--- src/hdl/pwm_ctrl_pkg.sv ---
package pwm_ctrl_pkg;

  localparam logic [7:0] ADDR_CONTROL_TWO = 8'h00;
  localparam logic [7:0] ADDR_DEAD_TIME = 8'h04;
  localparam logic [7:0] ADDR_DISABLE_MAP = 8'h08;
  localparam logic [7:0] ADDR_FAULT_CONTROL = 8'h0C;
  localparam logic [7:0] ADDR_FAULT_STATUS = 8'h10;
  localparam logic [7:0] ADDR_FAULT_ACK = 8'h14;
  localparam logic [7:0] ADDR_MANUAL_OUT = 8'h18;

  // Control register two fields
  localparam int DIVIDER_LSB = 0;
  localparam int CORRECTION_LSB = 2;
  localparam int RELOAD_RATE_LSB = 6;

  // Fault control fields
  localparam int FAULT_A_MODE_BIT = 0;
  localparam int FAULT_A_IRQ_BIT = 1;
  localparam int FAULT_B_MODE_BIT = 2;
  localparam int FAULT_B_IRQ_BIT = 3;

  // Fault status and acknowledge fields
  localparam int FAULT_A_EVENT_BIT = 0;
  localparam int FAULT_A_LEVEL_BIT = 1;
  localparam int FAULT_B_EVENT_BIT = 2;
  localparam int FAULT_B_LEVEL_BIT = 3;

  // Manual output fields
  localparam int MANUAL_OVERRIDE_BIT = 7;

  localparam logic [7:0] RESET_CONTROL_TWO = 8'h00;
  localparam logic [7:0] RESET_DEAD_TIME = 8'h00;
  localparam logic [7:0] RESET_DISABLE_MAP = 8'h00;
  localparam logic [7:0] RESET_FAULT_CONTROL = 8'h00;
  localparam logic [7:0] RESET_MANUAL_OUT = 8'h00;

  typedef enum logic [1:0] {
    EN_OFF = 2'h0,
    EN_WAIT = 2'h1,
    EN_RUN = 2'h3
  } enable_state_e;

endpackage

--- src/hdl/pwm_ctrl_regs.sv ---
module pwm_ctrl_regs #(
  parameter int CHANNELS = 6
) (
  input wire logic clk,
  input wire logic reset,
  input wire logic psel,
  input wire logic penable,
  input wire logic pwrite,
  input wire logic [7:0] paddr,
  input wire logic [31:0] pwdata,
  output logic [31:0] prdata,
  output logic pready,
  output logic pslverr,
  input wire logic module_enable,
  input wire logic load_permit,
  input wire logic cycle_start,
  input wire logic complementary_mode,
  input wire logic software_correction,
  input wire logic [CHANNELS-1:0] generator_levels,
  input wire logic fault_a_pin,
  input wire logic fault_b_pin,
  output logic reload_strobe,
  output logic load_permit_clear,
  output logic [1:0] counter_clock_divider,
  output logic [2:0] correction_active,
  output logic [7:0] dead_time,
  output logic [7:0] disable_map,
  output logic fault_a_recovery_mode,
  output logic fault_b_recovery_mode,
  output logic fault_a_event,
  output logic fault_b_event,
  output logic fault_irq,
  output logic [CHANNELS-1:0] output_levels,
  output logic [CHANNELS-1:0] pin_oe_n
);

  typedef struct packed {
    logic [31:0] prdata;
    logic pready;
    logic pslverr;
    logic [1:0] rate_buf;
    logic [2:0] correction_buf;
    logic [1:0] divider_buf;
    logic [2:0] cycles_left;
    logic [1:0] divider_active;
    logic [2:0] correction_active;
    logic reload_strobe;
    logic load_permit_clear;
    logic [7:0] dead_time;
    logic dead_time_done;
    logic [7:0] disable_map;
    logic disable_map_done;
    logic [3:0] fault_control;
    logic fault_irq;
    logic manual_override;
    logic [CHANNELS-1:0] manual_pin_levels;
    pwm_ctrl_pkg::enable_state_e enable_state;
    logic [CHANNELS-1:0] output_levels;
    logic [CHANNELS-1:0] pin_oe_n;
  } state_s;

  state_s cur;
  state_s next_cur;

  logic access;
  logic wr;
  logic [CHANNELS-1:0] manual_drive;
  logic [CHANNELS-1:0] source_levels;
  logic pins_driven;
  logic fault_a_clear;
  logic fault_b_clear;
  logic fault_a_next;
  logic fault_b_next;
  logic fault_a_flag;
  logic fault_b_flag;

  always_comb
  begin
    next_cur = cur;
    access = psel && penable && cur.pready;
    wr = access && pwrite;
    manual_drive = '0;
    source_levels = '0;
    pins_driven = 1'b0;
    next_cur.reload_strobe = 1'b0;
    next_cur.load_permit_clear = 1'b0;

    // Two-cycle APB access: ready rises in the second access cycle
    next_cur.pready = psel && penable && !cur.pready;
    next_cur.pslverr = 1'b0;
    if (psel && penable && !cur.pready)
    begin
      next_cur.prdata = '0;
      if (paddr == pwm_ctrl_pkg::ADDR_CONTROL_TWO)
      begin
        next_cur.prdata[7:0] = {cur.rate_buf, 1'b0, cur.correction_buf,
                                cur.divider_buf};
      end
      else if (paddr == pwm_ctrl_pkg::ADDR_DEAD_TIME)
      begin
        next_cur.prdata[7:0] = cur.dead_time;
      end
      else if (paddr == pwm_ctrl_pkg::ADDR_DISABLE_MAP)
      begin
        next_cur.prdata[7:0] = cur.disable_map;
      end
      else if (paddr == pwm_ctrl_pkg::ADDR_FAULT_CONTROL)
      begin
        next_cur.prdata[3:0] = cur.fault_control;
      end
      else if (paddr == pwm_ctrl_pkg::ADDR_FAULT_STATUS)
      begin
        next_cur.prdata[pwm_ctrl_pkg::FAULT_A_EVENT_BIT] = fault_a_flag;
        next_cur.prdata[pwm_ctrl_pkg::FAULT_A_LEVEL_BIT] = fault_a_pin;
        next_cur.prdata[pwm_ctrl_pkg::FAULT_B_EVENT_BIT] = fault_b_flag;
        next_cur.prdata[pwm_ctrl_pkg::FAULT_B_LEVEL_BIT] = fault_b_pin;
      end
      else if (paddr == pwm_ctrl_pkg::ADDR_FAULT_ACK)
      begin
        next_cur.prdata = '0;
      end
      else if (paddr == pwm_ctrl_pkg::ADDR_MANUAL_OUT)
      begin
        next_cur.prdata[pwm_ctrl_pkg::MANUAL_OVERRIDE_BIT] = cur.manual_override;
        next_cur.prdata[CHANNELS-1:0] = cur.manual_pin_levels;
      end
      else
      begin
        next_cur.pslverr = 1'b1;
      end
    end

    if (wr && paddr == pwm_ctrl_pkg::ADDR_CONTROL_TWO)
    begin
      next_cur.rate_buf = pwdata[pwm_ctrl_pkg::RELOAD_RATE_LSB +: 2];
      next_cur.correction_buf = pwdata[pwm_ctrl_pkg::CORRECTION_LSB +: 3];
      next_cur.divider_buf = pwdata[pwm_ctrl_pkg::DIVIDER_LSB +: 2];
    end
    if (wr && paddr == pwm_ctrl_pkg::ADDR_DEAD_TIME && !cur.dead_time_done)
    begin
      next_cur.dead_time = pwdata[7:0];
      next_cur.dead_time_done = 1'b1;
    end
    if (wr && paddr == pwm_ctrl_pkg::ADDR_DISABLE_MAP && !cur.disable_map_done)
    begin
      next_cur.disable_map = pwdata[7:0];
      next_cur.disable_map_done = 1'b1;
    end
    if (wr && paddr == pwm_ctrl_pkg::ADDR_FAULT_CONTROL)
    begin
      next_cur.fault_control = pwdata[3:0];
    end
    if (wr && paddr == pwm_ctrl_pkg::ADDR_MANUAL_OUT)
    begin
      next_cur.manual_override = pwdata[pwm_ctrl_pkg::MANUAL_OVERRIDE_BIT];
      next_cur.manual_pin_levels = pwdata[CHANNELS-1:0];
    end

    // Reload bookkeeping at each generator cycle start
    if (cycle_start)
    begin
      if (software_correction)
      begin
        next_cur.correction_active = cur.correction_buf;
      end
      if (cur.cycles_left == 3'h0)
      begin
        next_cur.reload_strobe = 1'b1;
        // Rate is read only here, so a new one waits for this reload
        next_cur.cycles_left = 3'((4'h1 << cur.rate_buf) - 4'h1);
        if (load_permit)
        begin
          next_cur.divider_active = cur.divider_buf;
          next_cur.load_permit_clear = 1'b1;
        end
      end
      else
      begin
        next_cur.cycles_left = cur.cycles_left - 3'h1;
      end
    end

    // Event flags reach the protection logic ungated; only the irq is masked
    next_cur.fault_irq =
      (fault_a_next && cur.fault_control[pwm_ctrl_pkg::FAULT_A_IRQ_BIT]) ||
      (fault_b_next && cur.fault_control[pwm_ctrl_pkg::FAULT_B_IRQ_BIT]);

    // Enable sequencing; a nonzero divider holds the enable until the next cycle start
    case (cur.enable_state)
      pwm_ctrl_pkg::EN_OFF:
      begin
        if (module_enable)
        begin
          if (cur.divider_active != 2'h0)
          begin
            next_cur.enable_state = pwm_ctrl_pkg::EN_WAIT;
          end
          else
          begin
            next_cur.enable_state = pwm_ctrl_pkg::EN_RUN;
          end
        end
      end
      pwm_ctrl_pkg::EN_WAIT:
      begin
        if (!module_enable)
        begin
          next_cur.enable_state = pwm_ctrl_pkg::EN_OFF;
        end
        else if (cycle_start)
        begin
          next_cur.enable_state = pwm_ctrl_pkg::EN_RUN;
        end
      end
      pwm_ctrl_pkg::EN_RUN:
      begin
        if (!module_enable)
        begin
          next_cur.enable_state = pwm_ctrl_pkg::EN_OFF;
        end
      end
      default:
      begin
        next_cur.enable_state = pwm_ctrl_pkg::EN_OFF;
      end
    endcase

    // Manual levels; in complementary mode an odd pin is forced low while its even partner is high
    for (int i = 0; i < CHANNELS; i++)
    begin
      if (complementary_mode && i % 2 == 1)
      begin
        manual_drive[i] = cur.manual_pin_levels[i] &&
                          !cur.manual_pin_levels[i-1];
      end
      else
      begin
        manual_drive[i] = cur.manual_pin_levels[i];
      end
    end
    // Generator keeps running; override switches the output source and enables the pins
    source_levels = cur.manual_override ? manual_drive : generator_levels;
    pins_driven = cur.manual_override ||
                  (cur.enable_state == pwm_ctrl_pkg::EN_RUN);
    next_cur.output_levels = source_levels;
    next_cur.pin_oe_n = pins_driven ? '0 : '1;
  end

  always_ff @(posedge clk)
  begin
    if (reset)
    begin
      cur <= '0;
      cur.rate_buf <= pwm_ctrl_pkg::RESET_CONTROL_TWO[pwm_ctrl_pkg::RELOAD_RATE_LSB +: 2];
      cur.correction_buf <= pwm_ctrl_pkg::RESET_CONTROL_TWO[pwm_ctrl_pkg::CORRECTION_LSB +: 3];
      cur.divider_buf <= pwm_ctrl_pkg::RESET_CONTROL_TWO[pwm_ctrl_pkg::DIVIDER_LSB +: 2];
      cur.dead_time <= pwm_ctrl_pkg::RESET_DEAD_TIME;
      cur.disable_map <= pwm_ctrl_pkg::RESET_DISABLE_MAP;
      cur.fault_control <= pwm_ctrl_pkg::RESET_FAULT_CONTROL[3:0];
      cur.manual_override <= pwm_ctrl_pkg::RESET_MANUAL_OUT[pwm_ctrl_pkg::MANUAL_OVERRIDE_BIT];
      cur.manual_pin_levels <= pwm_ctrl_pkg::RESET_MANUAL_OUT[CHANNELS-1:0];
      cur.enable_state <= pwm_ctrl_pkg::EN_OFF;
      cur.pin_oe_n <= '1;
    end
    else
    begin
      cur <= next_cur;
    end
  end

  // Acknowledge strobes; a written 0 leaves the flag alone
  assign fault_a_clear = psel && penable && pwrite && cur.pready &&
    paddr == pwm_ctrl_pkg::ADDR_FAULT_ACK && pwdata[pwm_ctrl_pkg::FAULT_A_EVENT_BIT];
  assign fault_b_clear = psel && penable && pwrite && cur.pready &&
    paddr == pwm_ctrl_pkg::ADDR_FAULT_ACK && pwdata[pwm_ctrl_pkg::FAULT_B_EVENT_BIT];

  fault_event_flag fault_a_unit (
    .clk(clk),
    .reset(reset),
    .pin(fault_a_pin),
    .clear(fault_a_clear),
    .next_flag(fault_a_next),
    .flag(fault_a_flag)
  );

  fault_event_flag fault_b_unit (
    .clk(clk),
    .reset(reset),
    .pin(fault_b_pin),
    .clear(fault_b_clear),
    .next_flag(fault_b_next),
    .flag(fault_b_flag)
  );

  assign prdata = cur.prdata;
  assign pready = cur.pready;
  assign pslverr = cur.pslverr;
  assign reload_strobe = cur.reload_strobe;
  assign load_permit_clear = cur.load_permit_clear;
  assign counter_clock_divider = cur.divider_active;
  assign correction_active = cur.correction_active;
  assign dead_time = cur.dead_time;
  assign disable_map = cur.disable_map;
  assign fault_a_recovery_mode = cur.fault_control[pwm_ctrl_pkg::FAULT_A_MODE_BIT];
  assign fault_b_recovery_mode = cur.fault_control[pwm_ctrl_pkg::FAULT_B_MODE_BIT];
  assign fault_a_event = fault_a_flag;
  assign fault_b_event = fault_b_flag;
  assign fault_irq = cur.fault_irq;
  assign output_levels = cur.output_levels;
  assign pin_oe_n = cur.pin_oe_n;

endmodule // pwm_ctrl_regs

module fault_event_flag (
  input wire logic clk,
  input wire logic reset,
  input wire logic pin,
  input wire logic clear,
  output logic next_flag,
  output logic flag
);

  typedef struct packed {
    logic pin_prev;
    logic flag;
  } flag_state_s;

  flag_state_s cur;
  flag_state_s next_cur;

  always_comb
  begin
    next_cur = cur;
    // Previous sample resets low, the idle pin level, so no false edge
    next_cur.pin_prev = pin;
    if (clear)
    begin
      next_cur.flag = 1'b0;
    end
    // A rise in the acknowledge cycle wins, so no fault is lost
    if (pin && !cur.pin_prev)
    begin
      next_cur.flag = 1'b1;
    end
  end

  always_ff @(posedge clk)
  begin
    if (reset)
    begin
      cur <= '0;
    end
    else
    begin
      cur <= next_cur;
    end
  end

  assign next_flag = next_cur.flag;
  assign flag = cur.flag;

endmodule // fault_event_flag

--- config.mk ---
export PLATFORM = sky130hd
export DESIGN_NAME = pwm_ctrl_regs
export DESIGN_NICKNAME = d
export VERILOG_FILES = /design/src/hdl/pwm_ctrl_pkg.sv /design/src/hdl/pwm_ctrl_regs.sv
export SDC_FILE = /design/constraint.sdc
export NUM_CORES = 1
export LEC_CHECK = 0
export ABC_AREA = 1
export BUFFER_PORTS_ARGS = -buffer_cell sky130_fd_sc_hd__buf_4
export CAP_MARGIN = 0
export CORE_AREA = 2 2 102 104
export DETAILED_ROUTE_END_ITERATION = 7
export DIE_AREA = 0 0 104 106
export HOLD_SLACK_MARGIN = 0.15
export SLEW_MARGIN = 30
export SYNTH_ARGS = -nofsm -noshare
export SYNTH_HDL_FRONTEND = slang
export SYNTH_SLANG_ARGS = --single-unit
--- constraint.sdc ---
create_clock -name clk -period 1.4 [get_ports clk]
set_input_delay 0.42 -clock clk [delete_from_list [all_inputs] [get_ports clk]]
set_output_delay 0.42 -clock clk [all_outputs]
set_load 0.01 [all_outputs]
# Yosys cells after proc, flatten, opt, wreduce, memory -nomap -nowiden
# Cells that the tools add are included.
totals:
  latch_bits: 0
  elab_cells: 117
  rom_bits: 0
  in_bits: 58
  output_inout_bits: 74
  ram_bits: 0
  register_bits: 99
  memories: 0
classes:
  mux: 31
  n_reduce_logical: 43
  n_div: 0
  n_shift: 1
  magnitude_cmp: 0
  bitwise_logic: 3
  add_sub_neg: 2
  eq_ne: 11
  mul: 0
ops:
  columns: ["op", "n"]
  rows:
  - ["$eq 8x5->1 const B", 3]
  - ["$mux 24", 1]
  - ["$mux 6", 4]
  - ["$mux 8", 3]
  - ["$logic_and 1x1->1", 23]
  - ["$eq 8x4->1 const B", 2]
  - ["$mux 4", 4]
  - ["$mux 2", 6]
  - ["$mux 1", 11]
  - ["$eq 8x3->1 const B", 1]
  - ["$logic_not 1->1", 8]
  - ["$logic_not 8->1", 1]
  - ["$reduce_or 8->1", 1]
  - ["$pmux 2 s3", 1]
  - ["$reduce_and 3->1", 2]
  - ["$sub 3x1->3 const B", 2]
  - ["$ne 2x2->1 const B", 2]
  - ["$logic_not 3->1", 1]
  - ["$mux 3", 1]
  - ["$ne 3x3->1 const B", 1]
  - ["$not 1->1", 3]
  - ["$reduce_or 3->1", 1]
  - ["$shl 1x2->3 const A", 1]
  - ["$eq 2x1->1 const B", 1]
  - ["other kinds (6)", 7]

# Longest topological paths before layout
# Gate-level depths: netlist of the first run.
depth:
  depth_word: 9
  depth_mapped: 9
  depth_no_buf: 9

# By module
# From an unflattened synthesis of the first run, not the netlist that was laid out.
hier_totals:
  cells_unflattened: 458
  hier_area_um2: 3569.7
by_module_without_submodules:
  columns: ["mod", "cells_per_inst", "seq_area_each_um2", "area_per_inst_um2", "instances"]
  rows:
  - ["pwm_ctrl_regs", 438, 1321.3, 3414.5, 1]
  - ["fault_event_flag", 10, 40.0, 77.6, 2]

# Worst setup path after synthesis of the first run
# No wires, ideal clock.
synth_timing:
  path_type: "in2reg"
  start: "input paddr[5]"
  end: "register, netlist name disable_map[7]"
  required_ns: 1.334
  arrival_time_ns: 1.333
  path_slack_ns: 0.001
  setup_ns: 0.066
  n_path_buf: 1
  path_stages: 8
  path_cell_list: "nor2_1 -> nand2_2 -> clkinv_2 -> nand2_2 -> nor3_4 -> buf_6 -> o21ai_2 -> a21oi_2"
synth_via:
  elab_chain_len: 3
synth_lines:
  columns: ["item", "line_no", "source"]
  rows:
  - ["from (decl)", "pwm_ctrl_regs.sv:9", "input wire logic [7:0] paddr,"]
  - ["$eq 8x4->1", "pwm_ctrl_regs.sv:144", "if (wr && paddr == pwm_ctrl_pkg::ADDR_DISABLE_MAP && !cur.disable_map_done)"]
  - ["$logic_and 1x1->1 (2 in a row)", "pwm_ctrl_regs.sv:144", null]
# No other way between the ends.
# A chain may end at the register's enable or synchronous reset.

# Worst setup path in the final report of the first run
layout_timing:
  start: "input paddr[6]"
  end: "register, netlist name dead_time[2]"
layout_via:
  elab_chain_len: 3
layout_lines:
  columns: ["item", "line_no", "source"]
  rows:
  - ["$eq 8x3->1", "pwm_ctrl_regs.sv:139", "if (wr && paddr == pwm_ctrl_pkg::ADDR_DEAD_TIME && !cur.dead_time_done)"]
  - ["$logic_and 1x1->1 (2 in a row)", "pwm_ctrl_regs.sv:139", null]
# No other way between the ends.

==> results.json, run 1 <==
{
  "path_cells": "buf_4, nor2_4, nand2_2, buf_6, inv_6, nand2_4, nor3_4, buf_4, buf_4, o21ai_0, a21oi_1",
  "startpoint": "paddr[6]",
  "setup_viol_count_final": 0,
  "ioPinCount": 132,
  "postSynthCellCount": 455,
  "yosys-top-cells-area": "dfxtp_1, buf_4, a21oi_1",
  "drtIter0Drc": 180,
  "highest_layer": "met4",
  "r2r-start": "pready",
  "p_switching_mw": 1.02,
  "clockBufferDepth": 2,
  "async_reset_ff_share_pct": 0,
  "grt_pass1_wl_um": 14100,
  "synthFlopType": "dfxtp_1",
  "timing.final.crit_period_ns": 1.35,
  "drtAntennaViolNets": 0,
  "min-delay-start": "complementary_mode",
  "area_growth_pct": 29.1,
  "die_area_mm2": 0.0110,
  "initial_core_util_pct": 34.3,
  "power_mw": 4.35,
  "critPathCaptureType": "flop",
  "multi_input_area_mm2": 0.00141,
  "synth.cell_area_mm2": 0.00343,
  "ff_latch_area_mm2": 0.00141,
  "seqPwrFrac_pct": 47.9,
  "fp.coreArea_mm2": 0.0100,
  "cp.arrival_ns": 1.63,
  "viasPerCell": 4.50,
  "ys_seq_elements": 70,
  "outcome": "complete, no violations",
  "cts_sinks": 70,
  "antenna_found_initial": 0,
  "path_clk_slew_ns": 0.07,
  "wl_met2_um": 4560,
  "hold_ws_ns": 0.287,
  "ys_seq_area_share_pct": 40.9,
  "cellPowerDensity_mw_per_mm2": 983,
  "period_share_pct": 96.8,
  "cts_root_buf": "clkbuf_8",
  "clkPwrFrac_pct": 40.5,
  "cts_made_buffers": 9,
  "ir_worst_vdd_uv": 448,
  "fmax_ghz": 0.738,
  "synth_top_area_share_pct": 40.9,
  "internal_power_mw": 3.33,
  "rsz0062_at_grt": "false",
  "firstDrtPassIters": 5,
  "syn_avg_cell_area_um2": 7.53,
  "critPathMostFrequentCell": "buf_4",
  "grtUsageTotal_pct": 16.2,
  "ctsHoldBuffers": 0,
  "wire_per_inst_um": 13.4,
  "crit_fanout": 5,
  "cp.required_ns": 1.68,
  "gp_congestion": 0.829,
  "start_kind": "input pin",
  "yosysTopAreaCell": "dfxtp_1",
  "drc": 0,
  "die-height_um": 106,
  "row_count": 37,
  "vias": 3079,
  "htreeDepth": 3,
  "io_buffers": 83,
  "nFillCells": 1066,
  "num_antenna_cells": 0,
  "drv_cap": 0,
  "synth_cell_types": 33,
  "cts_tree": "done",
  "crit_path_max_incr_delay_ns": 0.23,
  "power.share.switching_pct": 23.5,
  "clock-skew-final_ns": 0.00863,
  "grt_max_degree": 19,
  "gr-total-overflow": 0,
  "die_w_um": 104,
  "drive_gt1_share_pct": 32.7,
  "dp_hpwl_um": 7080,
  "p_leak_nw": 2.05,
  "cpMaxStageDelayCell": "nor3_4",
  "yosysWarningCount": 0,
  "wl_met1_um": 3870,
  "synth_edf_count": 0,
  "fin_nets": 602,
  "min_path_type": "input pin to flop",
  "hold_viol": 0,
  "fin_util_pct": 44.2,
  "wl_met3_um": 613,
  "pwr-share-comb_pct": 11.6,
  "path_class": "input pin to flop",
  "drv_slew": 0,
  "routed_wl_um": 9190,
  "clock_latency_ns": 0.34,
  "cp_top_family": "buffers and inverters",
  "cp_num_buf_inv": 5,
  "grt_pass1_vias": 2866
}
[worst register-to-register path, delay by kind of cell, from the launching register on]
family | cells | cell delay [ns]
flops | 1 | 0.34
simple gates | 3 | 0.46
buf+inv | 3 | 0.33
compound gates | 2 | 0.17
[power groups by stage]
stage / registers [mW] / logic [mW] / clock network [mW]
after floorplan: 2.12 / 0.315 / 0
after global placement: 2.12 / 0.469 / 0
after detailed placement: 2.12 / 0.479 / 0
after CTS: 2.08 / 0.496 / 1.80
after global routing: 2.09 / 0.556 / 1.88
final: 2.08 / 0.506 / 1.76
[worst paths after layout]
check	end	slack (ns)	cells past startpoint
max	dead_time[2]	0.05	11
min	output_levels[3]	0.29	2
max reg2reg	dead_time[2]	0.05	8
min reg2reg	fault_b_unit.flag	0.45	1
[logic make-up (layout without fill, tap and decap cells)]
kind of cell               after synthesis  in the layout  share of synthesized area, %
other                                    1             24                         0.109
buffers and inverters                  127            197                          21.7
adders and majority gates                1              1                         0.365
DFF                                     70             70                          40.9
and+or+nand+nor                        131            131                          17.8
AOI/OAI and AO/OA                      125            125                          19.1
[registers in the layout, indices dropped and copies added, names as in the netlist]
| register | flops |
|---|---|
| output_levels | 6 |
| fault_b_unit.flag | 1 |
| fault_a_unit.cur | 1 |
| cur | 23 |
| fault_a_recovery_mode | 1 |
| pready | 1 |
| load_permit_clear | 1 |
| disable_map | 8 |
| reload_strobe | 1 |
| pin_oe_n | 1 |
| prdata | 8 |
| fault_a_unit.flag | 1 |
| fault_b_recovery_mode | 1 |
| counter_clock_divider | 2 |
| correction_active | 3 |
| fault_b_unit.cur | 1 |
| fault_irq | 1 |
| pslverr | 1 |
| dead_time | 8 |
[cells in the mapped netlist, drive strengths merged (4+ instances only)]
cell type  instances
o21ai             53
a21oi             64
a31oi              4
buf               72
inv               48
dfxtp             70
nor3               8
clkbuf             6
nand2             59
nand3             23
nor2              39
[through the flow]
step / std cells / setup TNS (ns) / worst slack [ns] / instance area [um2]
after floorplan: 478 / 0 / 0.000724 / 3510
after detailed placement: 662 / -10.32 / -0.313 / 4100
final: 684 / 0 / 0.0454 / 4420
after CTS: 678 / 0 / 0.00619 / 4330
after global placement: 662 / -8.73 / -0.281 / 4100
after global routing: 684 / 0 / 0.000314 / 4420
[timing repair]
item / 4_1_cts / 5_1_grt
resized for setup: 4 / 22
cloned: 0 / 1
setup endpoints to repair: 2 / 33
pin swaps: 1 / 7
setup buffers: 0 / 5
[cells in the final DEF, fill, tap and decap left out, types with 3 or more instances in the layout]
| master | n |
|---|---|
| nor2_1 | 27 |
| nand3_1 | 23 |
| a21oi_1 | 62 |
| o21ai_0 | 48 |
| buf_4 | 125 |
| nor2_2 | 8 |
| o21ai_1 | 3 |
| nor2_4 | 3 |
| nand2_2 | 4 |
| dfxtp_1 | 66 |
| conb_1 | 24 |
| dfxtp_2 | 4 |
| buf_6 | 4 |
| a31oi_1 | 4 |
| nor3_1 | 6 |
| clkbuf_8 | 10 |
| nand2_1 | 53 |
| inv_1 | 45 |
[final cells by class]
class	instances	share of cell area, %
well taps	136	3.85
inverters	49	4.33
clock inverters	4	1.58
repair buffers	132	23.2
clock buffers	12	3.28
flip-flops and latches	70	31.8
multi-input cells	281	31.9
[layer usage]
| metal | track usage, % | vias up |
|---|---|---|
| met4 | 5.02 | 0 |
| met3 | 5.21 | 10 |
| met1 | 19.3 | 1389 |
| met2 | 27.8 | 109 |
| li1 | - | 1571 |
| met5 | 0 | - |
Note: power is estimated with default switching activity, not from simulation.
==> inputs of run 2 (changes only) <==
- ABC_AREA: 1 -> 0
- CORE_AREA: 2 2 102 104 -> 2 2 93 95
- DIE_AREA: 0 0 104 106 -> 0 0 95 97
- PLACE_DENSITY: not set -> 0.75
==> results.json, run 2 <==
{
  "outcome": "finished with violations",
  "violations": "setup timing",
  "antenna_found_initial": 0,
  "largest_register_ffs": 23,
  "setup_ws_ns": -0.169,
  "async_reset_ff_share_pct": 0,
  "period_share_pct": 112,
  "hold_depth": 2,
  "grt_pass1_vias": 2819,
  "top_register": "cur",
  "yosysMostFrequentCell": "dfxtp_1",
  "cellPowerDensity_mw_per_mm2": 939,
  "drive_gt1_share_pct": 36.6,
  "fin_nets": 548,
  "rsz0062_at_grt": "true",
  "startpoint": "paddr[6]",
  "r2r_cells": 5,
  "fp.coreArea_mm2": 0.00813,
  "cp.arrival_ns": 1.81,
  "routed_wl_um": 9210,
  "dp_hpwl_um": 6920,
  "path_class": "input pin to flop",
  "drtAntennaViolNets": 0,
  "min_path_type": "input pin to flop",
  "synth.top_cells.by_count": "dfxtp_1, buf_4, nor2_1, mux2i_1",
  "most-common-layout-cells": "buf_4, dfxtp_1, nor2_1",
  "yosys-top-cells-area": "dfxtp_1, buf_4, mux2i_1",
  "cp.required_ns": 1.64,
  "ys_seq_area_share_pct": 39.1,
  "io_buffers": 83,
  "firstDrtPassIters": 4,
  "nFillCells": 703,
  "wire_per_inst_um": 15.4,
  "postSynthCellCount": 406,
  "cts_made_buffers": 9,
  "clock-skew-final_ns": 0.0115,
  "fmax_ghz": 0.637,
  "synth_cell_types": 48,
  "htreeDepth": 3,
  "num_antenna_cells": 0,
  "ir_worst_vdd_uv": 563,
  "final_common_cell": "buf_4",
  "start_kind": "input pin",
  "hold_ws_ns": 0.308,
  "viasPerCell": 5.10,
  "r2r-start": "pready",
  "ys_seq_elements": 70,
  "min-delay-start": "fault_a_pin",
  "die-height_um": 97,
  "critPathCaptureType": "flop",
  "yosysWarningCount": 0,
  "drv_slew": 0,
  "grtUsageTotal_pct": 19.7,
  "crit_fanout": 7,
  "timing.final.crit_period_ns": 1.57,
  "synth.cell_area_mm2": 0.00358,
  "grt_pass1_wl_um": 14200,
  "gp_congestion": 0.867,
  "yosysTopAreaCell": "dfxtp_1",
  "syn_avg_cell_area_um2": 8.83,
  "synth_edf_count": 0,
  "multi_input_area_mm2": 0.00175,
  "cts_root_buf": "clkbuf_8",
  "row_count": 33,
  "cts_tree": "done",
  "die_w_um": 95,
  "ff_latch_area_mm2": 0.00141,
  "ioPinCount": 132,
  "clockBufferDepth": 2,
  "hold_viol": 0,
  "ctsHoldBuffers": 0,
  "synth_top_area_share_pct": 39.1,
  "drc": 0,
  "setup_viol_count_final": 18,
  "drv_cap": 0,
  "initial_core_util_pct": 44.1,
  "grt_max_degree": 28,
  "synthFlopType": "dfxtp_1",
  "vias": 3054,
  "clock_latency_ns": 0.34,
  "area_growth_pct": 29.6,
  "path_clk_slew_ns": 0.08,
  "place_ws_ns": -0.583,
  "gr-total-overflow": 0,
  "drtIter0Drc": 162,
  "p_leak_nw": 2.13,
  "cts_sinks": 70,
  "die_area_mm2": 0.00922
}
==> run 2: cell count changes after synthesis, sizes merged, moves of 8 or more <==
cell / change
a22oi: +8
nor2: +11
nand2: -41
clkbuf: +15
nand3: -11
inv: -39
o21ai: -52
nor2b: +10
a21oi: -43
mux2i: +44
==> run 2: power by group <==
| group | switching, mW | total, mW | internal [mW] |
|---|---|---|---|
| registers | 0.0234 | 2.05 | 2.03 |
| logic | 0.272 | 0.527 | 0.255 |
| clock network | 0.785 | 1.79 | 1.00 |
| total | 1.08 | 4.36 | 3.28 |
==> run 2: timing repair <==
action,in CTS,in global routing
setup buffers,0,7
gates resized for setup,7,30
pin swaps,4,12
setup endpoints to repair,19,49
==> run 2: final timing paths <==
| path | endpoint | slack (ns) |
|---|---|---|
| worst min-delay path | fault_a_unit.cur[1] | 0.31 |
| worst max register to register | fault_irq | -0.12 |
| worst max-delay path | cur[58] | -0.17 |
| worst min register to register | cur[26] | 0.45 |
==> run 2: cell families (layout without fill, tap and decap cells) <==
group	count (synthesis)	after routing	share of synthesized area, %
AND/OR/NAND/NOR	131	131	19.2
buffers and inverters	100	165	17.6
flip-flops	70	70	39.1
AO/OA/AOI/OAI	59	59	11.3
multiplexers	44	44	12.3
adder cells (fa/ha/maj)	1	1	0.349
other	1	24	0.105
==> run 2: per-stage QoR <==
step           power [mW]  TNS [ns]  util [%]  cells  area (um2)
2_1_floorplan        2.39     -5.58         -    429        3710
3_3_place_gp         2.57    -16.17      52.1    576        4230
3_5_place_dp         2.58    -17.12      52.1    576        4230
4_1_cts              4.34     -1.45      55.0    592        4470
5_1_grt              4.52     -3.48      57.1    599        4640
6_report             4.36     -1.60      57.1    599        4640
==> run 2: final cells by class <==
| type | instances | area share [%] |
|---|---|---|
| Inverter | 9 | 0.727 |
| Sequential cell | 70 | 30.3 |
| Tap cell | 105 | 2.83 |
| Timing Repair Buffer | 140 | 23.9 |
| Clock inverter | 6 | 1.86 |
| Multi-Input combinational cell | 259 | 37.6 |
| Clock buffer | 10 | 2.75 |
==> run 2: per-layer routing <==
layer  track usage, %  share of wire, %
met5                0                 0
met4             7.58               1.7
met3             4.36               5.9
met2             31.8                49
met1             25.5                43
==> run 2: worst max-delay path, cell delays in order <==
cell and delay, ns:
buf_6 0.09, or4_4 0.58, nor4b_4 0.26, buf_6 0.18
mux2i_1 0.20, nor2_1 0.06
